File: src/oamd_defs.vh
// Purpose: constants for the operand address mode decoder
// Assumes: 8-bit data, 16-bit addresses, big-endian word fetch
// Notes: mode and group codes are shared by all decoder files
`ifndef OAMD_DEFS_VH
`define OAMD_DEFS_VH
`define OAMD_MODE_INH 4'h0
`define OAMD_MODE_IMM 4'h1
`define OAMD_MODE_DIR_S 4'h2
`define OAMD_MODE_DIR_L 4'h3
`define OAMD_MODE_IDX_0 4'h4
`define OAMD_MODE_IDX_S 4'h5
`define OAMD_MODE_IDX_L 4'h6
`define OAMD_MODE_IND_S 4'h7
`define OAMD_MODE_IND_L 4'h8
`define OAMD_MODE_IIX_S 4'h9
`define OAMD_MODE_IIX_L 4'hA
`define OAMD_MODE_REL_D 4'hB
`define OAMD_MODE_REL_I 4'hC
`define OAMD_GRP_LONG_OK 4'h0
`define OAMD_GRP_SHORT_ONLY 4'h1
`define OAMD_GRP_RELATIVE 4'h2
`define OAMD_GRP_MASK_SET 4'h3
`define OAMD_GRP_MASK_CLR 4'h4
`define OAMD_GRP_OTHER 4'h5
`define OAMD_IMASK_SET 2'h3
`define OAMD_IMASK_CLR 2'h0
`define OAMD_IMASK_RST 2'h3
`endif

File: src/oamd_decoder.v
// Purpose: sequence the operand bytes of one instruction and form its address
// Assumes: memory data stands while mem_rd is high and is taken at the edge ending it
// Notes: opcode-to-mode mapping is done upstream; this block only sequences
// Overview of operation
// - Inherent instructions are one byte; no further fetch.
// - Immediate: one byte after opcode is the operand value, no memory access.
// - Short direct: one address byte, range 00 to FF.
// - Long direct: two-byte address reaches the whole 64K space.
// - Indexed address is unsigned sum of X or Y and offset.
// - Indexed without offset fetches nothing; index alone is the address.
// - Short indexed: one offset byte, sum reaches 1FE with carry kept.
// - Long indexed: two-byte offset plus index reaches full 64K.
// - Indirect: byte after opcode is pointer address; pointer read before operand.
// - Short indirect: one-byte pointer, operand address 00 to FF.
// - Long indirect forms read a 16-bit pointer from a one-byte pointer address.
// - Indirect indexed adds X or Y to the fetched pointer.
// - Short indirect indexed: byte pointer plus index, reaching 1FE.
// - Load, compare, logic, arithmetic groups accept short and long forms.
// - Read-modify-write, bit, shift, swap, call, jump groups accept short only.
// - Relative mode adds a signed 8-bit offset to the program counter.
// - Direct relative: displacement byte follows the opcode.
// - Mask set raises interrupt mask to 3; mask clear lowers it to 0.
// - Indirect relative: byte after the opcode is a page-zero address; the displacement is read from there.
`timescale 1ns/1ps
`include "oamd_defs.vh"
module oamd_decoder (
	clk_sys,
	srst,
	start,
	mode,
	group,
	use_y,
	pc_in,
	x_val,
	y_val,
	mem_rdata,
	mem_rd,
	mem_addr,
	busy,
	done,
	illegal,
	eff_addr,
	operand,
	operand_valid,
	pc_load,
	pc_next,
	instr_len,
	imask
);
	input wire clk_sys;
	input wire srst;
	input wire start;
	input wire [3:0] mode;
	input wire [3:0] group;
	input wire use_y;
	input wire [15:0] pc_in;
	input wire [7:0] x_val;
	input wire [7:0] y_val;
	input wire [7:0] mem_rdata;
	output reg mem_rd;
	output reg [15:0] mem_addr;
	output reg busy;
	output reg done;
	output reg illegal;
	output reg [15:0] eff_addr;
	output reg [7:0] operand;
	output reg operand_valid;
	output reg pc_load;
	output reg [15:0] pc_next;
	output reg [2:0] instr_len;
	output reg [1:0] imask;

	localparam ST_IDLE = 3'h0;
	localparam ST_REQ = 3'h1;
	localparam ST_WAIT = 3'h2;
	localparam ST_FINISH = 3'h3;

	// Fetch kinds for each memory read
	localparam FK_BYTE0 = 3'h0;
	localparam FK_HI = 3'h1;
	localparam FK_LO = 3'h2;
	localparam FK_PTR_HI = 3'h3;
	localparam FK_PTR_LO = 3'h4;
	localparam FK_PTR_B = 3'h5;
	localparam FK_DISP = 3'h6;

	reg [2:0] state_reg;
	reg [2:0] fk_reg;
	reg [3:0] mode_reg;
	reg [3:0] group_reg;
	reg [7:0] index_reg;
	reg [15:0] pc_reg;
	reg [7:0] byte_reg;
	reg [15:0] word_reg;
	reg [7:0] ptr_reg;
	reg [2:0] state_next;
	reg [2:0] fk_next;

	wire legal_w;
	wire [1:0] extra_w;
	wire [15:0] ea_w;
	wire [15:0] target_w;

	oamd_mode_check u_check (
		.mode(mode),
		.group(group),
		.legal(legal_w),
		.extra_bytes(extra_w)
	);

	oamd_addr_calc u_calc (
		.mode(mode_reg),
		.index_val(index_reg),
		.word_val(word_reg),
		.byte_val(byte_reg),
		.pc_val(pc_reg),
		.eff_addr(ea_w),
		.pc_target(target_w)
	);

	function needs_ptr_word;
		input [3:0] m;
		begin
			needs_ptr_word = (m == `OAMD_MODE_IND_L) || (m == `OAMD_MODE_IIX_L);
		end
	endfunction

	// Next fetch after the current read completes; ST_FINISH when no more
	always @* begin
		state_next = ST_FINISH;
		fk_next = fk_reg;
		case (fk_reg)
			FK_BYTE0: begin
				if (mode_reg == `OAMD_MODE_DIR_L || mode_reg == `OAMD_MODE_IDX_L) begin
					state_next = ST_REQ;
					fk_next = FK_LO;
				end else if (needs_ptr_word(mode_reg)) begin
					state_next = ST_REQ;
					fk_next = FK_PTR_HI;
				end else if (mode_reg == `OAMD_MODE_IND_S || mode_reg == `OAMD_MODE_IIX_S) begin
					state_next = ST_REQ;
					fk_next = FK_PTR_B;
				end else if (mode_reg == `OAMD_MODE_REL_I) begin
					state_next = ST_REQ;
					fk_next = FK_DISP;
				end
			end
			FK_PTR_HI: begin
				state_next = ST_REQ;
				fk_next = FK_PTR_LO;
			end
			default: state_next = ST_FINISH;
		endcase
	end

	always @(posedge clk_sys) begin
		if (srst) begin
			state_reg <= ST_IDLE;
			fk_reg <= FK_BYTE0;
			mode_reg <= `OAMD_MODE_INH;
			group_reg <= `OAMD_GRP_OTHER;
			index_reg <= 8'h00;
			pc_reg <= 16'h0000;
			byte_reg <= 8'h00;
			word_reg <= 16'h0000;
			ptr_reg <= 8'h00;
			mem_rd <= 1'b0;
			mem_addr <= 16'h0000;
			busy <= 1'b0;
			done <= 1'b0;
			illegal <= 1'b0;
			eff_addr <= 16'h0000;
			operand <= 8'h00;
			operand_valid <= 1'b0;
			pc_load <= 1'b0;
			pc_next <= 16'h0000;
			instr_len <= 3'h0;
			imask <= `OAMD_IMASK_RST;
		end else begin
			mem_rd <= 1'b0;
			done <= 1'b0;
			pc_load <= 1'b0;
			case (state_reg)
				ST_IDLE: begin
					if (start) begin
						mode_reg <= mode;
						group_reg <= group;
						index_reg <= use_y ? y_val : x_val;
						illegal <= !legal_w;
						operand_valid <= 1'b0;
						busy <= 1'b1;
						// pc_in points at the opcode
						instr_len <= {1'b0, extra_w} + 3'h1;
						pc_reg <= pc_in + 16'h0001;
						fk_reg <= FK_BYTE0;
						if (!legal_w || extra_w == 2'h0) begin
							state_reg <= ST_FINISH;
						end else begin
							state_reg <= ST_REQ;
						end
					end
				end
				ST_REQ: begin
					mem_rd <= 1'b1;
					state_reg <= ST_WAIT;
					case (fk_reg)
						FK_BYTE0: mem_addr <= pc_reg;
						// pc_reg already points past the opcode, so the low byte is one further
						FK_LO: mem_addr <= pc_reg + 16'h0001;
						FK_PTR_HI, FK_PTR_B, FK_DISP: mem_addr <= {8'h00, byte_reg};
						default: mem_addr <= {8'h00, ptr_reg + 8'h01}; // Pointer wraps in page zero
					endcase
				end
				ST_WAIT: begin
					case (fk_reg)
						FK_BYTE0: begin
							byte_reg <= mem_rdata;
							ptr_reg <= mem_rdata;
							word_reg <= {mem_rdata, 8'h00};
						end
						FK_LO: word_reg <= {word_reg[15:8], mem_rdata};
						FK_PTR_HI: word_reg <= {mem_rdata, 8'h00};
						FK_PTR_LO: word_reg <= {word_reg[15:8], mem_rdata};
						default: byte_reg <= mem_rdata; // Byte pointer or displacement
					endcase
					fk_reg <= fk_next;
					state_reg <= state_next;
				end
				ST_FINISH: begin
					busy <= 1'b0;
					done <= 1'b1;
					state_reg <= ST_IDLE;
					if (!illegal) begin
						if (mode_reg == `OAMD_MODE_IMM) begin
							operand <= byte_reg;
							operand_valid <= 1'b1;
						end
						eff_addr <= ea_w;
						if (mode_reg == `OAMD_MODE_REL_D || mode_reg == `OAMD_MODE_REL_I) begin
							pc_load <= 1'b1;
							pc_next <= target_w + {13'h0000, instr_len} - 16'h0001;
						end
						if (group_reg == `OAMD_GRP_MASK_SET) begin
							imask <= `OAMD_IMASK_SET;
						end else if (group_reg == `OAMD_GRP_MASK_CLR) begin
							imask <= `OAMD_IMASK_CLR;
						end
					end
				end
				default: state_reg <= ST_IDLE;
			endcase
		end
	end
endmodule // oamd_decoder

File: src/oamd_mode_check.v
// Purpose: legality and operand-byte count of a mode for an instruction group
// Assumes: combinational, group and mode from the opcode decoder
// Notes: illegal combinations are reported, never executed
`timescale 1ns/1ps
`include "oamd_defs.vh"
module oamd_mode_check (
	mode,
	group,
	legal,
	extra_bytes
);
	input wire [3:0] mode;
	input wire [3:0] group;
	output reg legal;
	output reg [1:0] extra_bytes;

	wire is_long;
	assign is_long = (mode == `OAMD_MODE_DIR_L) || (mode == `OAMD_MODE_IDX_L) ||
		(mode == `OAMD_MODE_IND_L) || (mode == `OAMD_MODE_IIX_L);

	always @* begin
		case (mode)
			`OAMD_MODE_INH: extra_bytes = 2'h0;
			`OAMD_MODE_IDX_0: extra_bytes = 2'h0;
			`OAMD_MODE_IMM, `OAMD_MODE_DIR_S, `OAMD_MODE_IDX_S: extra_bytes = 2'h1;
			`OAMD_MODE_DIR_L, `OAMD_MODE_IDX_L: extra_bytes = 2'h2;
			default: extra_bytes = 2'h1;
		endcase
		case (group)
			`OAMD_GRP_LONG_OK: legal = (mode != `OAMD_MODE_REL_D) && (mode != `OAMD_MODE_REL_I);
			`OAMD_GRP_SHORT_ONLY: legal = !is_long && (mode != `OAMD_MODE_IMM) &&
				(mode != `OAMD_MODE_REL_D) && (mode != `OAMD_MODE_REL_I);
			`OAMD_GRP_RELATIVE: legal = (mode == `OAMD_MODE_REL_D) || (mode == `OAMD_MODE_REL_I);
			default: legal = (mode == `OAMD_MODE_INH);
		endcase
	end
endmodule // oamd_mode_check

File: src/oamd_addr_calc.v
// Purpose: effective address and relative target arithmetic
// Assumes: combinational, operands already gathered
// Notes: indexed sums keep the carry; relative offsets are sign-extended
`timescale 1ns/1ps
`include "oamd_defs.vh"
module oamd_addr_calc (
	mode,
	index_val,
	word_val,
	byte_val,
	pc_val,
	eff_addr,
	pc_target
);
	input wire [3:0] mode;
	input wire [7:0] index_val;
	input wire [15:0] word_val;
	input wire [7:0] byte_val;
	input wire [15:0] pc_val;
	output reg [15:0] eff_addr;
	output wire [15:0] pc_target;

	function [15:0] add_index;
		input [15:0] base;
		input [7:0] idx;
		begin
			add_index = base + {8'h00, idx};
		end
	endfunction

	// Wraps at 64K, as the program counter does
	assign pc_target = pc_val + {{8{byte_val[7]}}, byte_val};

	always @* begin
		case (mode)
			`OAMD_MODE_DIR_S, `OAMD_MODE_IND_S: eff_addr = {8'h00, byte_val};
			`OAMD_MODE_DIR_L, `OAMD_MODE_IND_L: eff_addr = word_val;
			`OAMD_MODE_IDX_0: eff_addr = {8'h00, index_val};
			`OAMD_MODE_IDX_S, `OAMD_MODE_IIX_S: eff_addr = add_index({8'h00, byte_val}, index_val);
			`OAMD_MODE_IDX_L, `OAMD_MODE_IIX_L: eff_addr = add_index(word_val, index_val);
			default: eff_addr = 16'h0000;
		endcase
	end
endmodule // oamd_addr_calc

File: config.mk
export PLATFORM = sky130hd
export DESIGN_NAME = oamd_decoder
export DESIGN_NICKNAME = d
export VERILOG_FILES = /design/src/oamd_decoder.v /design/src/oamd_mode_check.v /design/src/oamd_addr_calc.v
export VERILOG_INCLUDE_DIRS = /design/src
export SDC_FILE = /design/constraint.sdc
export NUM_CORES = 1
export LEC_CHECK = 0
export BUFFER_PORTS_ARGS = -buffer_cell sky130_fd_sc_hd__buf_2
export CAP_MARGIN = 10
export CELL_PAD_IN_SITES_DETAIL_PLACEMENT = 0
export CELL_PAD_IN_SITES_GLOBAL_PLACEMENT = 2
export CORE_ASPECT_RATIO = 1.75
export CORE_MARGIN = 2
export CORE_UTILIZATION = 25
export DETAILED_ROUTE_END_ITERATION = 8
export GPL_TIMING_DRIVEN = 0
export PLACE_DENSITY = 0.72
export SLEW_MARGIN = 30
export SYNTH_ARGS = -nofsm -noshare
export SYNTH_HDL_FRONTEND = slang
export SYNTH_SLANG_ARGS = --single-unit
File: constraint.sdc
create_clock -name clk_sys -period 9 [get_ports clk_sys]
set_input_delay 1.8 -clock clk_sys [delete_from_list [all_inputs] [get_ports clk_sys]]
set_output_delay 1.8 -clock clk_sys [all_outputs]
set_load 0.01 [all_outputs]
# --- Yosys cells after proc, flatten, opt, wreduce, memory -nomap -nowiden ---
# Index checks and enable logic that the tools add are counted.
word_totals:
  reg_bits: 137
  inputBits: 52
  out_inout_bits: 67
  wordCells: 153
classes:
  add_sub_neg: 9
  n_eq_ne: 39
  n_mux: 32
  bitwise_logic: 4
  n_reduce_logical: 47
ops:
  columns: ["cell", "n"]
  rows:
  - ["case mux 16 bit (5 select lines)", 1]
  - ["case mux 16 bit (3 select lines)", 1]
  - ["== test 4 bit, second input constant", 9]
  - ["adder 16 x 1 -> 16 bit, second input constant", 2]
  - ["case mux 16 bit (2 select lines)", 1]
  - ["== test 4 x 3 -> 1 bit, second input constant", 7]
  - ["== test 4 x 2 -> 1 bit, second input constant", 5]
  - ["two-way mux 3 bit", 6]
  - ["case mux 3 bit (2 select lines)", 3]
  - ["adder 16 bit", 1]
  - ["adder 16 x 3 -> 16 bit", 1]
  - ["adder 16 x 8 -> 16 bit", 1]
  - ["OR reduction 2 bit", 8]
  - ["subtractor 16 x 1 -> 16 bit, second input constant", 1]
  - ["two-way mux 2 bit", 7]
  - ["== test 3 x 2 -> 1 bit, second input constant", 4]
  - ["AND reduction 2 bit", 6]
  - ["AND reduction 3 bit", 4]
  - ["adder 8 x 8 -> 9 bit", 1]
  - ["== test 3 bit, second input constant", 3]
  - ["logical OR 1 bit", 9]
  - ["case mux 3 bit (3 select lines)", 1]
  - ["OR reduction 3 bit", 3]
  - ["adder 8 x 1 -> 8 bit, second input constant", 1]
  - ["other kinds (21)", 45]

# --- Longest topological paths before layout ---
logic_depth:
  depth_word: 14
  mapped_depth: 13
  ltp_nobuf: 13

# --- Cells and area by module ---
# From an unflattened synthesis, not the netlist that was laid out.
hier_totals:
  cells_unflattened: 1092
  hier_area_um2: 8710.9
modules_own_cells:
  columns: ["mod", "instances", "cells_per_inst", "area_per_inst_um2", "seq_area_each_um2"]
  rows:
  - ["oamd_decoder", 1, 800, 6642.6, 2702.6]
  - ["oamd_addr_calc", 1, 272, 1919.3, 0.0]
  - ["oamd_mode_check", 1, 20, 148.9, 0.0]

# --- Least setup slack after synthesis ---
# Ideal clock, no wire load.
synth_path:
  path_type: "reg-to-reg"
  start: "reg instr_len[1]"
  end: "reg pc_next[11]"
  setup_ns: 0.062
  arrival_time_ns: 2.936
  required_time_ns: 8.938
  path_slack_ns: 6.002
  stages_incl_launch_ff: 14
  path_buffers: 0
  period_less_slack_ns: 2.998
  cell_sequence: "dfxtp_1 inv_1 ha_1 fa_1 inv_1 ha_1 inv_1 fa_1 nand2b_1 a211oi_1 or2_2 o21ai_0 or4_1 nand3_1"
synth_between:
  elab_chain_len: 2
synth_lines:
  columns: ["element", "line_no", "rtl"]
  rows:
  - ["start, declared", "oamd_decoder.v:70", "output reg [2:0] instr_len;"]
  - ["start signal, assigned", "oamd_decoder.v:193", "instr_len <= {1'b0, extra_w} + 3'h1;"]
  - ["adder 16 x 3 -> 16 bit", "oamd_decoder.v:241", "pc_next <= target_w + {13'h0000, instr_len} - 16'h0001;"]
  - ["subtractor 16 x 1 -> 16 bit", "oamd_decoder.v:241", null]
  - ["end signal, assigned", "oamd_decoder.v:241", null]
  - ["end, declared", "oamd_decoder.v:69", "output reg [15:0] pc_next;"]
# No other way between the ends.
# A chain may end at the register's enable or synchronous reset.

# --- Final worst setup path ---
layout_path:
  start: "in srst"
  end: "reg eff_addr[11]"
layout_lines:
  columns: ["element", "line_no", "rtl"]
  rows:
  - ["start, declared", "oamd_decoder.v:51", "input wire srst;"]
  - ["end signal, assigned", "oamd_decoder.v:238", "eff_addr <= ea_w;"]
  - ["end, declared", "oamd_decoder.v:65", "output reg [15:0] eff_addr;"]
# No word-level cell between the ends.

==> metrics.yaml <==
clocking:
  clock_insertion_delay_worst_skew_ps: 450
  cts_hold_buffers: 0
  postCtsResizedCells: 0
  number_of_buffers_inserted_by_post_cts_setup_repair: 0
  numClockSinks: 135
  cts-root-to-sink-buffers: 2
  cts-htree-levels: 4
  clkSlewWorstSetupHoldPaths_ps: 60
  cts_made_buffers: 17
  root_buffer: "clkbuf_16"
  tritoncts: "built"
synth:
  synth_area_um2: 8350
  yosysWarningCount: 0
  ys_seq_elements: 135
  synth_enable_flop_cells: 0
  netlist-cell-type-count: 72
  synth-main-ff-cell: "dfxtp_1"
  mappedNetlistNets: 1160
  avgSynthCellArea_um2: 8.01
  sequential_element_share_of_the_synthesized_area_pct: 32.4
  synthArstFlopShare_pct: 0
  syn-instance-count: 1042
floorplanning:
  start_util_pct: 25.4
  fp.coreArea_um2: 32900
  area_of_the_die_um2: 34900
  dieWidth_um: 142
  die_h_um: 246
  num_rows: 88
  io-pin-count: 119
critical_path:
  critPathCaptureType: "flip-flop"
  worstSetupPathType: "in2reg"
  cp_data_arrival_time_ps: 3940
  reg2reg_from: "instr_len[1]"
  regToRegSetupSlack_ps: 5560
  critical_path_required_ps: 9300
  path_max_fanout: 10
  timing.critical_path.from_type: "input port"
  reg2reg_depth: 13
  timing.rr.end: "pc_next[11]"
pwr:
  worst_ir_drop_vdd_v: 0.000116
  cellLeakagePower_nw: 4.16
  pwr_density_cell_nw_per_um2: 188
global_route:
  via_count_of_the_first_global_routing_pass: 8073
  antenna_found_initial: 0
  track_usage_pct: 18.3
  first_pass_grt_wire_length_um: 47600
  grt_max_degree: 17
  globalRouteOverflowTotal: 0
sta:
  finalHoldViolations: 0
  setup_viol_count_final: 0
  max-slew-margin-rel_pct: 35.7
  timing_max_transition_violations_final: 0
  grt_setup_unrepaired: "no"
  setup_tns_ps: 0
  hold_ws_ps: 449
  fin_worst_skew_ps: 8.74
  final_period_utilization_pct: 40.5
  max_slew.worst_pin.slew_ps: 962
  fmaxAchievable_mhz: 275
  timing.final.ws_setup_ps: 5360
  period_needed_ps: 3640
placement:
  hpwlAfterDp_um: 25500
  port_buffers: 112
  place_worst_setup_slack_ps: 4860
  gp_congestion: 0.844
drt:
  drt-pass1-iter-count: 5
  postRouteAntennaNets: 0
  drt_iter0_drc: 372
  routed_via_density: 5.05
  detail_route.drc_violations: 0
  routed_wire_length_per_instance_um: 19.9
  wl_um: 31600
  vias: 8039
worst_hold_path:
  worst_hold_path.endpoint: "mem_addr[14]"
  timing.hold.worst_path_depth: 2
  min_path_type: "reg2reg"
  holdCritStartpoint: "mem_addr[14]"
status:
  run_status: "finished, final reports clean"
cells_and_area:
  antenna-diode-count: 0
  layout.filler_cells: 3572
  area_delta_synth_final_pct: 19.6
  finalNetCount: 1291
  postLayoutCoreUtil_pct: 30.3
  drive_above_1_share_pct: 14.6
run:
  max_cap_violations: 0
## critical path: stages
cell and delay, ps:
clkbuf_1 510, buf_1 700, clkbuf_1 720, o22ai_1 190
## placed cells by master, fill, tap and decap left out, drive strengths merged, types with 4 or more instances in the layout
master and n:
dfxtp 135, buf 131, nor2 119, nand2 106, a21oi 77, inv 68
ha 61, clkbuf 57, a211oi 43, nand3 42, o21ai 42, xnor2 33
mux2i 29, xor2 25, nor3 24, a22oi 17, and3 12, nand2b 10
a21o 10, nand4 9, nor2b 9, a31oi 9, a221oi 9, o21a 7
o211ai 6, clkinvlp 6, nor3b 6, or3 5, nor4 5, or4 5
a222oi 5, o21bai 5, fa 5, nand3b 4, o22ai 4, a311oi 4
nor4b 4
## worst max-delay path by stage
stage | from | to | slack (ps) | cells past startpoint
final | srst | eff_addr[11] | 5360 | 4
after global routing | srst | eff_addr[11] | 5290 | 4
after CTS | srst | eff_addr[11] | 5340 | 4
after detailed placement | srst | eff_addr[11] | 4860 | 4
after global placement | srst | eff_addr[11] | 4870 | 4
after floorplan | instr_len[1] | pc_next[11] | 6000 | 13
## cell usage after synthesis, types with 17 or more instances
master / number / share of area (%)
a21oi_1: 76 / 4.6
inv_1: 65 / 2.9
xnor2_1: 32 / 3.4
clkbuf_1: 37 / 1.7
xor2_1: 25 / 2.6
nor2_1: 118 / 5.3
o21ai_0: 40 / 2.4
dfxtp_1: 135 / 32
ha_1: 61 / 9.1
a211oi_1: 43 / 3.9
nand2_1: 105 / 4.7
a22oi_1: 17 / 1.5
mux2i_1: 29 / 3.5
nand3_1: 42 / 2.5
nor3_1: 22 / 1.3
## cell families (layout without fill, tap and decap cells)
group                    after synthesis  count (layout)  synth area share [%]
buffers and inverters                122             266                  5.95
AO/OA/AOI/OAI                        259             259                  20.4
multiplexers                          29              29                  3.48
XOR/XNOR                              58              58                  6.17
AND/OR/NAND/NOR                      373             373                  21.3
adder cells (fa/ha/maj)               66              66                  10.3
flip-flops                           135             135                  32.4
## where the power goes
part	leakage (nW)	total, W	switching (W)	internal [W]
Sequential	1.10	0.000677	0.0000458	0.000631
Clock	0.259	0.000690	0.000301	0.000389
Combinational	2.80	0.000514	0.000313	0.000201
Total	4.16	0.00188	0.000659	0.00122
## final cells by class
type	count	area, µm²	area share, %
multi-input cells	785	5150	51.6
flip-flops and latches	135	2700	27.1
repair buffers	112	561	5.61
well taps	405	507	5.08
clock buffers	19	443	4.44
plain buffers	57	253	2.53
inverters	65	244	2.44
clock inverters	13	124	1.24
## through the flow
stage / std cells / area (µm²) / total power [W]
final: 1591 / 9980 / 0.00188
after global routing: 1591 / 9980 / 0.00197
after detailed placement: 1559 / 9420 / 0.00120
after global placement: 1559 / 9420 / 0.00120
after floorplan: 1042 / 8350 / 0.00104
after CTS: 1591 / 9980 / 0.00190
## metal layers
layer / routed length, µm / track usage, % / vias to the layer above
li1: - / - / 3977
met1: 11000 / 16.7 / 3829
met2: 18400 / 37.9 / 170
met3: 926 / 2.90 / 63
met4: 1320 / 8.94 / 0
met5: 0 / 0 / -
No activity file was read; power rests on OpenSTA's default activity.
